$ cat config.mk
export PLATFORM = sky130hd
export DESIGN_NAME = boot_sequencer
export DESIGN_NICKNAME = d
export VERILOG_FILES = /design/src/hdl/boot_cfg_pkg.sv /design/src/hdl/boot_sequencer.sv
export SDC_FILE = /design/constraint.sdc
export NUM_CORES = 1
export LEC_CHECK = 0
export BUFFER_PORTS_ARGS = -buffer_cell sky130_fd_sc_hd__buf_4
export CAP_MARGIN = 20
export CORE_ASPECT_RATIO = 0.7
export CORE_UTILIZATION = 43
export DETAILED_ROUTE_END_ITERATION = 8
export MAX_ROUTING_LAYER = met4
export PLACE_DENSITY = 0.81
export SYNTH_ARGS = -nofsm -noshare
export SYNTH_HDL_FRONTEND = slang
export SYNTH_SLANG_ARGS = --single-unit
$ cat constraint.sdc
create_clock -name clk -period 4.03 [get_ports clk]
set_clock_uncertainty 0.15 [all_clocks]
set_input_delay 0.806 -clock clk [delete_from_list [all_inputs] [get_ports clk]]
set_output_delay 0.806 -clock clk [all_outputs]
set_load 0.1 [all_outputs]
$ cat src/hdl/boot_cfg_pkg.sv
// package: strap field positions, boot codes, memory types and rom copy constants
// assumes: used by the boot sequencer, its checker and the testbench, referenced with package::name
package boot_cfg_pkg;

  localparam int unsigned STRAP_W = 32;
  localparam int unsigned BOOT_LSB = 0;
  localparam int unsigned BOOT_W = 5;
  localparam int unsigned MEM0_LSB = 0;
  localparam int unsigned MEM0_W = 3;
  localparam int unsigned PROC_LSB = 3;
  localparam int unsigned PROC_W = 2;
  localparam int unsigned SPACE3_LSB = 28;
  localparam int unsigned SPACE2_LSB = 24;
  localparam int unsigned SPACE1_LSB = 20;
  localparam int unsigned SPACE0_LSB = 16;
  localparam int unsigned SPACE_TYPE_W = 3;
  localparam int unsigned SPACE_N = 4;
  localparam int unsigned LAST_POL_BIT = 13;
  localparam int unsigned RW_POL_BIT = 12;
  localparam int unsigned HOST_MODE_BIT = 11;
  localparam int unsigned ARB_BIT = 10;
  localparam int unsigned FIFO_STYLE_BIT = 9;
  localparam int unsigned ENDIAN_BIT = 8;

  // memory at address zero, low three bits of the boot code
  localparam logic [2:0] MEM0_SDRAM_X8 = 3'h0;
  localparam logic [2:0] MEM0_SDRAM_X16 = 3'h1;
  localparam logic [2:0] MEM0_ASYNC32 = 3'h2;
  localparam logic [2:0] MEM0_SYNC_BURST_HALF = 3'h3;
  localparam logic [2:0] MEM0_SYNC_BURST_FULL = 3'h4;
  localparam logic [2:0] MEM0_INTERNAL = 3'h5;
  localparam logic [2:0] MEM0_HOST_EXT = 3'h6;
  localparam logic [2:0] MEM0_HOST_INT = 3'h7;

  // boot process field, top two bits of the boot code
  localparam logic [1:0] PROC_NONE = 2'h0;
  localparam logic [1:0] PROC_ROM8 = 2'h1;
  localparam logic [1:0] PROC_ROM16 = 2'h2;
  localparam logic [1:0] PROC_ROM32 = 2'h3;

  localparam logic [2:0] SPACE_ASYNC32 = 3'h2;
  localparam logic [2:0] SPACE_FIFO32 = 3'h5;

  localparam logic [16:0] ROM_COPY_BYTES = 17'h10000;
  localparam logic [31:0] ROM_SRC_ADDR = 32'h0000_0000;
  localparam logic [31:0] ROM_DST_ADDR = 32'h0000_0000;

  typedef enum logic [1:0] {
    ROM_W8,
    ROM_W16,
    ROM_W32
  } rom_width_t;

  typedef struct packed {
    logic [2:0] space3_memory_type;
    logic [2:0] space2_memory_type;
    logic [2:0] space1_memory_type;
    logic [2:0] space0_memory_type;
    logic last_strobe_polarity;
    logic rw_line_polarity;
    logic host_port_mode;
    logic arbiter_enable_strap;
    logic fifo_read_style;
    logic little_endian_strap;
  } dev_cfg_t;

  typedef struct packed {
    logic [2:0] mem0_type;
    logic map_internal;
    logic sdram_width_select;
    logic sdram_at_zero;
    logic [2:0] ext_mem_reset_select;
  } mem_cfg_t;

  typedef struct packed {
    logic start;
    logic [31:0] src_addr;
    logic [31:0] dst_addr;
    logic [16:0] byte_count;
    rom_width_t width;
    logic little_endian_words;
  } dma_req_t;

endpackage

$ cat src/hdl/boot_sequencer.sv
// boot sequencer: latches the expansion bus straps in reset and runs the boot
// assumes: straps come from pins, dma, sdram and host sources run on clk
`timescale 1ns/10ps
`default_nettype none

module boot_sequencer #(
  parameter int unsigned STRAP_WIDTH = boot_cfg_pkg::STRAP_W,
  parameter int unsigned SPACE_COUNT = boot_cfg_pkg::SPACE_N,
  parameter logic [16:0] COPY_BYTES = boot_cfg_pkg::ROM_COPY_BYTES
) (
  input wire logic clk,
  input wire logic resetn,
  input wire logic clk_en,
  input wire logic [STRAP_WIDTH-1:0] expansion_data_pins,
  input wire logic sdram_init_done,
  input wire logic dma_done,
  input wire logic host_to_cpu_interrupt,
  input wire logic cpu_bus_master,
  output logic [4:0] boot_code,
  output boot_cfg_pkg::dev_cfg_t dev_cfg,
  output boot_cfg_pkg::mem_cfg_t mem_cfg,
  output boot_cfg_pkg::dma_req_t dma_req,
  output logic [SPACE_COUNT-1:0] space_async,
  output logic [SPACE_COUNT-1:0] space_fifo,
  output logic [SPACE_COUNT-1:0] space_oe_allowed,
  output logic burst_last_active_high,
  output logic write_when_rw_high,
  output logic boot_code_reserved,
  output logic device_reset_n,
  output logic cpu_reset_n,
  output logic host_boot_active,
  output logic cpu_irq_host_pending
);

  typedef enum logic [2:0] {
    ST_CAPTURE,
    ST_DECIDE,
    ST_WAIT_SDRAM,
    ST_ROM_COPY,
    ST_HOST_WAIT,
    ST_RUN
  } state_t;

  // decode of one memory type group into async and fifo flags
  function automatic logic [1:0] space_type_decode(input logic [2:0] t);
    space_type_decode = {t == boot_cfg_pkg::SPACE_FIFO32,
                         t == boot_cfg_pkg::SPACE_ASYNC32};
  endfunction

  // field positions are fixed, so the pin count and space count cannot move
  if (STRAP_WIDTH != boot_cfg_pkg::STRAP_W) begin : g_strap_check
    $error("strap width must match the fixed field layout");
  end
  if (SPACE_COUNT != boot_cfg_pkg::SPACE_N) begin : g_space_check
    $error("space count must match the four strapped groups");
  end
  // narrow rom paths assemble whole words, so the copy must be whole words too
  if (COPY_BYTES == 17'h0 || COPY_BYTES[1:0] != 2'h0) begin : g_copy_check
    $error("copy length must be a nonzero number of whole words");
  end

  logic rst_s1_q, rst_s2_q;
  logic [STRAP_WIDTH-1:0] pin_s1_q, pin_s2_q;
  logic [STRAP_WIDTH-1:0] strap_q;
  state_t state_q, state_d;
  logic [4:0] boot_code_q;
  boot_cfg_pkg::dev_cfg_t dev_cfg_q;
  boot_cfg_pkg::mem_cfg_t mem_cfg_q;
  boot_cfg_pkg::dma_req_t dma_req_q, dma_req_d;
  logic [SPACE_COUNT-1:0] space_async_q, space_fifo_q, space_oe_q;
  logic last_pol_q, rw_high_q, reserved_q;
  logic cpu_reset_n_q, cpu_reset_n_d, dev_reset_n_q, host_boot_q, irq_q;

  wire logic rst_n = rst_s2_q;

  // reset release through two flops; straps tracked while reset is held
  always_ff @(posedge clk or negedge resetn) begin
    if (!resetn) begin
      rst_s1_q <= 1'b0;
      rst_s2_q <= 1'b0;
    end else if (clk_en) begin
      rst_s1_q <= 1'b1;
      rst_s2_q <= rst_s1_q;
    end
  end

  // two flops per pin: straps are board levels, not signals of the clk domain
  always_ff @(posedge clk) begin
    if (clk_en) begin
      pin_s1_q <= expansion_data_pins;
      pin_s2_q <= pin_s1_q;
    end
  end

  // strap is a plain clocked sample while reset is low, frozen afterwards
  // no reset on the strap word: it has to keep sampling while reset is low
  always_ff @(posedge clk) begin
    if (clk_en && !rst_n) begin
      strap_q <= pin_s2_q;
    end
  end

  // decode of the captured strap word
  wire logic [4:0] code_w = strap_q[boot_cfg_pkg::BOOT_LSB +: boot_cfg_pkg::BOOT_W];
  wire logic [2:0] mem0_w = code_w[boot_cfg_pkg::MEM0_LSB +: boot_cfg_pkg::MEM0_W];
  wire logic [1:0] proc_w = code_w[boot_cfg_pkg::PROC_LSB +: boot_cfg_pkg::PROC_W];
  wire logic is_host_w = (proc_w == boot_cfg_pkg::PROC_NONE) &&
                         (mem0_w == boot_cfg_pkg::MEM0_HOST_EXT ||
                          mem0_w == boot_cfg_pkg::MEM0_HOST_INT);
  wire logic is_rom_w = (proc_w != boot_cfg_pkg::PROC_NONE) &&
                        (mem0_w <= boot_cfg_pkg::MEM0_INTERNAL);
  wire logic reserved_w = (proc_w != boot_cfg_pkg::PROC_NONE) &&
                          (mem0_w > boot_cfg_pkg::MEM0_INTERNAL);
  wire logic map1_w = (mem0_w == boot_cfg_pkg::MEM0_INTERNAL) ||
                      (is_host_w && mem0_w == boot_cfg_pkg::MEM0_HOST_INT);
  wire logic sdram_w = !is_host_w && (mem0_w == boot_cfg_pkg::MEM0_SDRAM_X8 ||
                                      mem0_w == boot_cfg_pkg::MEM0_SDRAM_X16);
  wire logic [2:0] mt3_w = strap_q[boot_cfg_pkg::SPACE3_LSB +: boot_cfg_pkg::SPACE_TYPE_W];
  wire logic [2:0] mt2_w = strap_q[boot_cfg_pkg::SPACE2_LSB +: boot_cfg_pkg::SPACE_TYPE_W];
  wire logic [2:0] mt1_w = strap_q[boot_cfg_pkg::SPACE1_LSB +: boot_cfg_pkg::SPACE_TYPE_W];
  wire logic [2:0] mt0_w = strap_q[boot_cfg_pkg::SPACE0_LSB +: boot_cfg_pkg::SPACE_TYPE_W];
  wire logic [1:0] d3_w = space_type_decode(mt3_w);
  wire logic [1:0] d2_w = space_type_decode(mt2_w);
  wire logic [1:0] d1_w = space_type_decode(mt1_w);
  wire logic [1:0] d0_w = space_type_decode(mt0_w);
  wire logic fifo_style_w = strap_q[boot_cfg_pkg::FIFO_STYLE_BIT];
  // glueless style keeps output enable only for a fifo in space 3
  wire logic [SPACE_COUNT-1:0] oe_w = fifo_style_w ? {d3_w[1], 3'h0} : 4'hf;
  // the slave-side polarity applies only while someone else masters the bus
  wire logic last_pol_w = strap_q[boot_cfg_pkg::LAST_POL_BIT] && !cpu_bus_master;

  // per-space flags gathered once so the output registers stay plain copies
  wire logic [SPACE_COUNT-1:0] async_w = {d3_w[0], d2_w[0], d1_w[0], d0_w[0]};
  wire logic [SPACE_COUNT-1:0] fifo_w = {d3_w[1], d2_w[1], d1_w[1], d0_w[1]};
  wire logic rw_high_w = !strap_q[boot_cfg_pkg::RW_POL_BIT];

  boot_cfg_pkg::dev_cfg_t dev_cfg_w;
  assign dev_cfg_w = '{
    space3_memory_type: mt3_w,
    space2_memory_type: mt2_w,
    space1_memory_type: mt1_w,
    space0_memory_type: mt0_w,
    last_strobe_polarity: strap_q[boot_cfg_pkg::LAST_POL_BIT],
    rw_line_polarity: strap_q[boot_cfg_pkg::RW_POL_BIT],
    host_port_mode: strap_q[boot_cfg_pkg::HOST_MODE_BIT],
    arbiter_enable_strap: strap_q[boot_cfg_pkg::ARB_BIT],
    fifo_read_style: fifo_style_w,
    little_endian_strap: strap_q[boot_cfg_pkg::ENDIAN_BIT]
  };

  // internal memory and host boot keep the default asynchronous timing set
  boot_cfg_pkg::mem_cfg_t mem_cfg_w;
  assign mem_cfg_w = '{
    mem0_type: mem0_w,
    map_internal: map1_w,
    sdram_width_select: sdram_w && mem0_w == boot_cfg_pkg::MEM0_SDRAM_X16,
    sdram_at_zero: sdram_w,
    ext_mem_reset_select: (map1_w || is_host_w) ? boot_cfg_pkg::MEM0_ASYNC32 : mem0_w
  };

  // a 32-bit rom needs no assembly; narrow widths are packed little-endian
  wire boot_cfg_pkg::rom_width_t width_w =
    (proc_w == boot_cfg_pkg::PROC_ROM8) ? boot_cfg_pkg::ROM_W8 :
    (proc_w == boot_cfg_pkg::PROC_ROM16) ? boot_cfg_pkg::ROM_W16 : boot_cfg_pkg::ROM_W32;

  // host interrupts are only pending once the cpu runs
  wire logic irq_w = cpu_reset_n_q && host_to_cpu_interrupt;
  wire logic host_wait_w = (state_d == ST_HOST_WAIT);

  // boot sequence
  always_comb begin
    state_d = state_q;
    cpu_reset_n_d = cpu_reset_n_q;
    dma_req_d = dma_req_q;
    dma_req_d.start = 1'b0;
    case (state_q)
      ST_CAPTURE: state_d = ST_DECIDE;
      ST_DECIDE: begin
        if (is_host_w) begin
          state_d = ST_HOST_WAIT;
        end else if (is_rom_w) begin
          state_d = ST_ROM_COPY;
          dma_req_d = '{start: 1'b1, src_addr: boot_cfg_pkg::ROM_SRC_ADDR,
                        dst_addr: boot_cfg_pkg::ROM_DST_ADDR,
                        byte_count: COPY_BYTES,
                        width: width_w, little_endian_words: 1'b1};
        end else if (reserved_w) begin
          // a reserved code parks here with the cpu held until the next reset
          state_d = ST_DECIDE;
        end else begin
          state_d = ST_WAIT_SDRAM;
        end
      end
      ST_WAIT_SDRAM: begin
        // memory other than sdram passes straight through one cycle later
        if (!sdram_w || sdram_init_done) begin
          state_d = ST_RUN;
          cpu_reset_n_d = 1'b1;
        end
      end
      ST_ROM_COPY: begin
        // copy done is only heard here, so a stray done elsewhere is harmless
        if (dma_done) begin
          state_d = ST_RUN;
          cpu_reset_n_d = 1'b1;
        end
      end
      ST_HOST_WAIT: begin
        if (host_to_cpu_interrupt) begin
          state_d = ST_RUN;
          cpu_reset_n_d = 1'b1;
        end
      end
      ST_RUN: state_d = ST_RUN;
      default: state_d = ST_CAPTURE;
    endcase
  end

  always_ff @(posedge clk or negedge rst_n) begin
    if (!rst_n) begin
      state_q <= ST_CAPTURE;
      cpu_reset_n_q <= 1'b0;
      dma_req_q <= '0;
      dev_reset_n_q <= 1'b0;
      host_boot_q <= 1'b0;
      irq_q <= 1'b0;
    end else if (clk_en) begin
      state_q <= state_d;
      cpu_reset_n_q <= cpu_reset_n_d;
      dma_req_q <= dma_req_d;
      // the rest of the device leaves reset one edge after the internal release
      dev_reset_n_q <= 1'b1;
      host_boot_q <= host_wait_w;
      irq_q <= irq_w;
    end
  end

  always_ff @(posedge clk or negedge rst_n) begin
    if (!rst_n) begin
      boot_code_q <= 5'h00;
      dev_cfg_q <= '0;
      mem_cfg_q <= '0;
      space_async_q <= '0;
      space_fifo_q <= '0;
      space_oe_q <= '0;
      last_pol_q <= 1'b0;
      rw_high_q <= 1'b0;
      reserved_q <= 1'b0;
    end else if (clk_en) begin
      // reloaded every cycle from the frozen strap word; only the burst last polarity moves, with cpu_bus_master
      boot_code_q <= code_w;
      dev_cfg_q <= dev_cfg_w;
      mem_cfg_q <= mem_cfg_w;
      space_async_q <= async_w;
      space_fifo_q <= fifo_w;
      space_oe_q <= oe_w;
      last_pol_q <= last_pol_w;
      rw_high_q <= rw_high_w;
      reserved_q <= reserved_w;
    end
  end

  assign boot_code = boot_code_q;
  assign dev_cfg = dev_cfg_q;
  assign mem_cfg = mem_cfg_q;
  assign dma_req = dma_req_q;
  assign space_async = space_async_q;
  assign space_fifo = space_fifo_q;
  assign space_oe_allowed = space_oe_q;
  assign burst_last_active_high = last_pol_q;
  assign write_when_rw_high = rw_high_q;
  assign boot_code_reserved = reserved_q;
  assign device_reset_n = dev_reset_n_q;
  assign cpu_reset_n = cpu_reset_n_q;
  assign host_boot_active = host_boot_q;
  assign cpu_irq_host_pending = irq_q;

endmodule

`default_nettype wire

==> impl_metrics.ini, run 1 <==
[outcome]
outcome = finished, final reports clean

[die]
floorplan.die_area_um2 = 12100
core_um2 = 11200
std_cell_rows = 32
floorplan.die.width_um = 131
num_io_pins = 175
die_h_um = 92.2
floorplan.initialDensity = 0.448

[worst_hold_path]
worstHoldPathType = input port to asynchronous set/reset pin

[finish]
areaGrowthSynthToFinish_pct = 21.8
final-instance-count-excl-fill = 601
final.fill_count = 933
design_area_um2 = 6090
finalCoreUtilization = 0.545
final_nets = 476
drive_above_1_share = 0.337
diodes = 0

[flow_run]
number_of_violations_of_the_max_capacitance_limit = 0

[global_routing]
grt_pass1_vias = 2492
global_route_wire_length_before_repair_um = 12300
antenna_found_initial = 0
grt_util_all_layers = 0.143
overflow = 0
grt_max_degree = 55

[sta]
worst_slew_pin_slew_ns = 0.688
slew_headroom = 0.542
achievable-frequency_mhz = 476
final_period_minus_worst_setup_slack_ns = 2.10
rsz0062_at_grt = false
period_share = 0.521
final_hold_viol_count = 0
setup-tns-final_ns = 0
final-setup-viol-count = 0
finalMaxSlewViolations = 0

[drt]
detailedRoute.firstIterationViolations = 132
top_signal_layer_used = met4
first_pass_iters = 4
post-route-drc-count = 0
wl_met1_um = 3210
drt_wirelength_um = 7860
wl_per_cell_um = 13.1
met3_wirelength_um = 487
met2_length_um = 4100
final_antenna_net_count = 0
vias = 2557
routed_via_density = 4.25

[logic_synthesis]
synth_seq_area_share = 0.690
synth.largest_area_cell = edfxtp_1
synth_cell_types = 38
ys_seq_elements = 124
synth_top_cell_area_share = 0.414
netlist_area_um2 = 5000
syn-instance-count = 344
yosys_warnings = 0
synth_top_cells_by_area = edfxtp_1 41%, dfrtp_1 28%, buf_4 13%
syn_avg_cell_area_um2 = 14.5

[clock_network]
clock_root_buffer_master = clkbuf_16
numCtsBuffers = 17
cts_setup_buffers = 0
cts_tree = built
cts_hold_repair.buffers = 0
clk_path_buf_depth = 2
cts_htree_levels = 4
clock-sinks = 124
post_cts.resized_instances = 0
clk_transition_reported_paths_ns = 0.05
clock_latency_ns = 0.39

[critical_path]
crit_path_end_kind = flop
critPathKind = input port to flop
cp_max_fo = 42
cp-start-kind = input port
arrival_ns = 2.01
r2r_setup_slack_ns = 2.31
worst_ep_required_time_ns = 3.95

[power_and_ir_drop]
ir_worst_vdd_mv = 0.356
p_per_area_nw_per_um2 = 651
static_leakage_uw = 0.00257

[place]
gp_routability_congestion = 0.706
place_inst = 569
placement.io_buffers = 85
placed_wire_length_estimate_um = 5350
place_area_um2 = 5460
## power by group
| part | switching [uW] | total, uW | internal (uW) |
|---|---|---|---|
| Sequential | 57.0 | 1500 | 1440 |
| Combinational | 733 | 871 | 138 |
| Clock | 505 | 1600 | 1090 |
## path summary, 6_finish.rpt
path / startpoint / end / cells past startpoint
max: clk_en / strap_q[16] / 4
min: resetn / rst_s1_q / 1
max reg2reg: state_q[0] / dma_req[1] / 4
min reg2reg: pin_s2_q[18] / strap_q[18] / 0
max in group asynchronous: rst_n / dev_cfg[12] / 1
min in group clk: pin_s2_q[18] / strap_q[18] / 0
## through the flow
step / power (uW) / setup slack, ns / hold WS, ns
after floorplan: 2320 / 1.12 / 0.250
after global placement: 2370 / 1.50 / 0.252
after global routing: 4110 / 1.79 / 0.0132
final: 3970 / 1.93 / 0.0385
after CTS: 4010 / 1.92 / 0.0166
after detailed placement: 2390 / 1.49 / 0.255
## cells in the mapped netlist
library cell  count
a21bo_1           1
a21o_1            1
a21oi_1           3
a31oi_1           1
buf_2             4
buf_4            87
buf_6             1
clkbuf_1          4
conb_1            1
dfrtp_1          55
edfxtp_1         69
ha_1              2
inv_1            19
mux2_1            1
mux2_2           23
mux2_4            1
mux2i_1           1
nand2_1          10
nand2b_1          2
nand3_1           7
nand3_2           1
nand3b_1          2
nand4_1           2
nand4b_1          3
nor2_1            7
nor2_4            1
nor2b_2           1
nor3b_2           1
nor4_4            1
nor4b_1           2
o21ai_0          17
o21ai_1           5
o2bb2ai_1         1
o311a_2           1
o31ai_1           2
o32ai_1           1
or2_1             1
or2_2             2
## flip-flops by register name, indices dropped and copies added (netlist names), 2 cells and up
signal / cells
boot_code: 5
dma_req: 4
pin_s1_q: 23
mem_cfg: 6
space_oe_allowed: 2
dev_cfg: 18
space_async: 4
strap_q: 23
pin_s2_q: 23
state_q: 3
space_fifo: 4
## logic make-up after synthesis
family / Yosys count / synth area share
flops: 124 / 0.690
buf+inv: 115 / 0.154
simple gates: 43 / 0.0530
compound gates: 33 / 0.0385
mux: 26 / 0.0590
fa+ha+maj: 2 / 0.00500
other cells: 1 / 0.000750
## layout make-up
cell class                 instances  area [um2]  share of cell area
clock buffer                      20         437              0.0717
clock inverter                    12         195              0.0320
inverter                          19        71.3              0.0117
multi-input combinational        184        1080               0.177
sequential                       124        3450               0.566
tap                              153         191              0.0314
timing repair buffer              89         668               0.110
## routing by layer
| metal | track usage | vias to the layer above |
|---|---|---|
| met5 | - | - |
| li1 | - | 1209 |
| met4 | 0.0469 | 0 |
| met1 | 0.164 | 1255 |
| met3 | 0.0589 | 7 |
| met2 | 0.228 | 86 |
## critical path, cell delays in order
cell	delay (ns)
buf_4	0.36
inv_1	0.33
nor2_2	0.17
buf_4	0.31
## placed cells by master, fill, tap and decap left out, types with 2 or more instances in the layout
cell / n
a21oi_1: 3
buf_4: 89
bufinv_16: 5
clkbuf_1: 3
clkbuf_16: 17
clkinv_2: 2
clkinvlp_4: 3
conb_1: 80
dfrtp_1: 54
edfxtp_1: 69
ha_1: 2
inv_1: 19
mux2_2: 23
nand2_1: 10
nand2b_1: 2
nand3_1: 7
nand3b_1: 2
nand4_1: 2
nand4b_1: 3
nor2_1: 6
nor4b_1: 2
o21ai_0: 17
o21ai_1: 5
o31ai_1: 2
or2_2: 2
Power figures use the tool's default switching activity.
==> run 2: changes to the inputs <==
Clock period 4.03 ns to 2.05 ns, I/O delays scaled along.
==> impl_metrics.ini, run 2 (synthesis results as in run 1) <==
[clock_network]
clock-sinks = 124
clk_path_buf_depth = 2
clk_transition_reported_paths_ns = 0.06
clock_root_buffer_master = clkbuf_16
cts_tree = built
cts_setup_buffers = 0
clock_latency_ns = 0.40
post_cts.resized_instances = 0
cts_htree_levels = 4
numCtsBuffers = 17
cts_hold_repair.buffers = 1

[sta]
final-setup-viol-count = 0
period_share = 0.855
final_period_minus_worst_setup_slack_ns = 1.75
rsz0062_at_grt = false
setup-tns-final_ns = 0
least_setup_slack_across_all_paths_after_layout_ns = 0.297
finalMaxSlewViolations = 0
final_hold_viol_count = 0
achievable-frequency_mhz = 571

[finish]
diodes = 0
design_area_um2 = 6120
final_cell_mix = 92 x buf_4, 80 x conb_1, 69 x edfxtp_1, 54 x dfrtp_1, 23 x mux2_2
areaGrowthSynthToFinish_pct = 22.3
final.fill_count = 922
final_nets = 482
seqCellArea_um2 = 3450
area_taken_by_multi_input_logic_gates_um2 = 1090
final-instance-count-excl-fill = 607
drive_above_1_share = 0.348
biggest_registers_after_layout = pin_s1_q: 23 flops, pin_s2_q: 23 flops, strap_q: 23 flops
final_common_cell = buf_4

[global_routing]
overflow = 0
antenna_found_initial = 0
grt_max_degree = 53
grt_util_all_layers = 0.144
grt_pass1_vias = 2446
global_route_wire_length_before_repair_um = 12300

[die]
floorplan.initialDensity = 0.448
std_cell_rows = 32
die_h_um = 92.2
num_io_pins = 175
floorplan.die.width_um = 131
floorplan.die_area_um2 = 12100
core_um2 = 11200

[drt]
wl_per_cell_um = 13.2
vias = 2561
detailedRoute.firstIterationViolations = 115
routed_via_density = 4.22
drt_wirelength_um = 8010
final_antenna_net_count = 0
post-route-drc-count = 0
first_pass_iters = 5

[place]
detailedPlace.worstSlack_ns = 0.367
placed_wire_length_estimate_um = 5510
gp_routability_congestion = 0.723
place_inst = 574
placement.io_buffers = 85
place_area_um2 = 5530

[outcome]
outcome = finished, final reports clean

[critical_path]
worst_ep_required_time_ns = 2.18
cp_max_fo = 10
crit_path_end_kind = flop
arrival_ns = 1.88
cp-start-kind = flop
critPathKind = flop to flop

[worst_hold_path]
worstHoldPathType = flop to asynchronous set/reset pin

[power_and_ir_drop]
static_leakage_uw = 0.00258
p_per_area_nw_per_um2 = 1230
ir_worst_vdd_mv = 0.737

[flow_run]
number_of_violations_of_the_max_capacitance_limit = 0
run 2: area by class of cell:
cell class                 count  share of cell area
multi-input combinational    184               0.178
clock buffer                  20              0.0747
tap                          153              0.0313
inverter                      19              0.0117
timing repair buffer          95               0.121
sequential                   124               0.564
clock inverter                12              0.0198
run 2: final timing paths:
kind	startpoint	depth (start not counted)	to	slack (ns)
max	strap_q[2]	4	state_q[0]	0.30
min in group clk	expansion_data_pins[16]	1	pin_s1_q[16]	0.04
min reg2reg	rst_n	0	space_fifo[0]	0.04
max in group asynchronous	rst_n	1	dma_req[19]	1.05
min	rst_n	0	space_fifo[0]	0.04
max reg2reg	strap_q[2]	4	state_q[0]	0.30
run 2: metrics by stage:
| stage | hold WS (ns) | total power [uW] | utilization |
|---|---|---|---|
| after floorplan | -0.0356 | 4560 | - |
| final | 0.0353 | 7520 | 0.548 |
| after global placement | 0.0421 | 4680 | 0.495 |
| after detailed placement | 0.0454 | 4700 | 0.495 |
| after CTS | 0.0129 | 7590 | 0.548 |
| after global routing | 0.00782 | 7760 | 0.548 |
run 2: worst max-delay path: stages, from the launching register on:
cell      delay (ns)
edfxtp_1        0.57
nor4_4          0.41
o21ai_1         0.11
o311a_2         0.13
mux2_4          0.26
run 2: power by group:
| group | switching (uW) | internal [uW] | leakage [uW] | total (uW) |
|---|---|---|---|---|
| Clock | 1020 | 1840 | 0.000271 | 2850 |
| Combinational | 1450 | 281 | 0.00104 | 1730 |
| Sequential | 109 | 2830 | 0.00126 | 2940 |
| Total | 2570 | 4950 | 0.00258 | 7520 |
run 2: per-layer routing:
metal,global-route usage,wire [um]
met5,-,0
met1,0.168,3370
met3,0.0583,493
met4,0.0575,57
met2,0.222,4090
==> run 3: changes to the inputs <==
Settings changed: REMOVE_ABC_BUFFERS set to 1.
==> impl_metrics.ini, run 3 (synthesis results as in run 1) <==
[flow_run]
number_of_violations_of_the_max_capacitance_limit = 0

[sta]
final_hold_viol_count = 0
rsz0062_at_grt = false
finalMaxSlewViolations = 0
setup-tns-final_ns = 0
period_share = 0.850
final-setup-viol-count = 0
achievable-frequency_mhz = 574
final_period_minus_worst_setup_slack_ns = 1.74

[clock_network]
post_cts.resized_instances = 0
clock_latency_ns = 0.40
clk_path_buf_depth = 2
clock-sinks = 124
cts_hold_repair.buffers = 1
cts_tree = built
numCtsBuffers = 17
clock_root_buffer_master = clkbuf_16
cts_htree_levels = 4
cts_setup_buffers = 0
clk_transition_reported_paths_ns = 0.05

[outcome]
outcome = finished, final reports clean

[drt]
detailedRoute.firstIterationViolations = 123
final_antenna_net_count = 0
wl_per_cell_um = 13.4
routed_via_density = 4.24
vias = 2593
first_pass_iters = 4
drt_wirelength_um = 8170
post-route-drc-count = 0

[finish]
area_taken_by_multi_input_logic_gates_um2 = 1080
final-instance-count-excl-fill = 611
finalCoreUtilization = 0.550
final_common_cell = buf_4
areaGrowthSynthToFinish_pct = 22.7
seqCellArea_um2 = 3450
final.fill_count = 897
biggest_registers_after_layout = pin_s1_q: 23 flops, pin_s2_q: 23 flops, strap_q: 23 flops
diodes = 0
final_nets = 486
final_cell_mix = 98 x buf_4, 80 x conb_1, 69 x edfxtp_1, 54 x dfrtp_1, 23 x mux2_2
drive_above_1_share = 0.347

[power_and_ir_drop]
ir_worst_vdd_mv = 0.635
static_leakage_uw = 0.00261
p_per_area_nw_per_um2 = 1250
report.power.total_uw = 7670

[die]
floorplan.die.width_um = 131
std_cell_rows = 32
die_h_um = 92.2
core_um2 = 11200
floorplan.die_area_um2 = 12100
floorplan.initialDensity = 0.448
num_io_pins = 175

[place]
gp_routability_congestion = 0.688
place_inst = 578
placed_wire_length_estimate_um = 5520
placement.io_buffers = 85

[critical_path]
cp_slowest_cell = edfxtp_1
worst_path_largest_cell_delay_ns = 0.57
worst_r2r_startpoint = strap_q[2]
arrival_ns = 1.87
crit_path_end_kind = flop
crit_chain = nor4_4 -> o21ai_1 -> o311a_2 -> mux2_4
worstReg2RegEnd = state_q[0]
cp-start-kind = flop
cp_max_fo = 10
rr_worst_depth = 4
r2r_setup_slack_ns = 0.31
setup.worst_path.end = state_q[0]
worst_ep_required_time_ns = 2.18
worstSetupStartpoint = strap_q[2]
critPathKind = flop to flop

[global_routing]
antenna_found_initial = 0
grt_max_degree = 33
global_route_wire_length_before_repair_um = 12700
grt_util_all_layers = 0.149
grt_pass1_vias = 2560
overflow = 0

[worst_hold_path]
min-delay-start = expansion_data_pins[17]
worstHoldPathType = input port to flop
run 3: changes by cell type in the layout (fill, tap and decap cells not counted), sizes merged:
| cell | previous run | this run |
|---|---|---|
| buf | 94 | 98 |
| bufinv | 2 | 3 |
| clkbuf | 20 | 25 |
| clkinv | 5 | 4 |
| clkinvlp | 5 | 0 |
run 3: power breakdown:
part	leakage [uW]	internal [uW]	switching [uW]
registers	0.00126	2830	113
clock network	0.000295	2010	996
logic	0.00105	281	1440
total	0.00261	5120	2550
run 3: through the flow:
stage	setup WS [ns]	area (um2)	hold slack [ns]
6_report	0.307	6140	0.0332
5_1_grt	0.236	6140	0.0124
4_1_cts	0.313	6140	0.0171
3_5_place_dp	0.360	5530	0.0450
3_3_place_gp	0.382	5530	0.0432
2_1_floorplan	-0.856	4600	-0.0356
run 3: critical path: cells and delay by family (launching register included):
family | cells | cell delay, ns
mux | 1 | 0.26
simple gates | 1 | 0.40
flops | 1 | 0.57
compound gates | 2 | 0.25
run 3: worst min path at each step:
stage	endpoint	cells after the start
6_report	pin_s1_q[17]	1
4_1_cts	pin_s1_q[17]	1
2_1_floorplan	rst_n	0
3_5_place_dp	rst_s1_q	1
5_1_grt	pin_s1_q[30]	1
3_3_place_gp	rst_s1_q	1
run 3: layer usage:
layer	track usage	wire length, um
met5	-	0
met2	0.235	4270
met1	0.175	3480
met4	0.0623	13
met3	0.0478	401
run 3: layout make-up:
class | count | share of cell area
flip-flops and latches | 124 | 0.562
multi-input cells | 184 | 0.176
repair buffers | 99 | 0.121
clock buffers | 25 | 0.0791
well taps | 153 | 0.0312
clock inverters | 7 | 0.0185
inverters | 19 | 0.0116
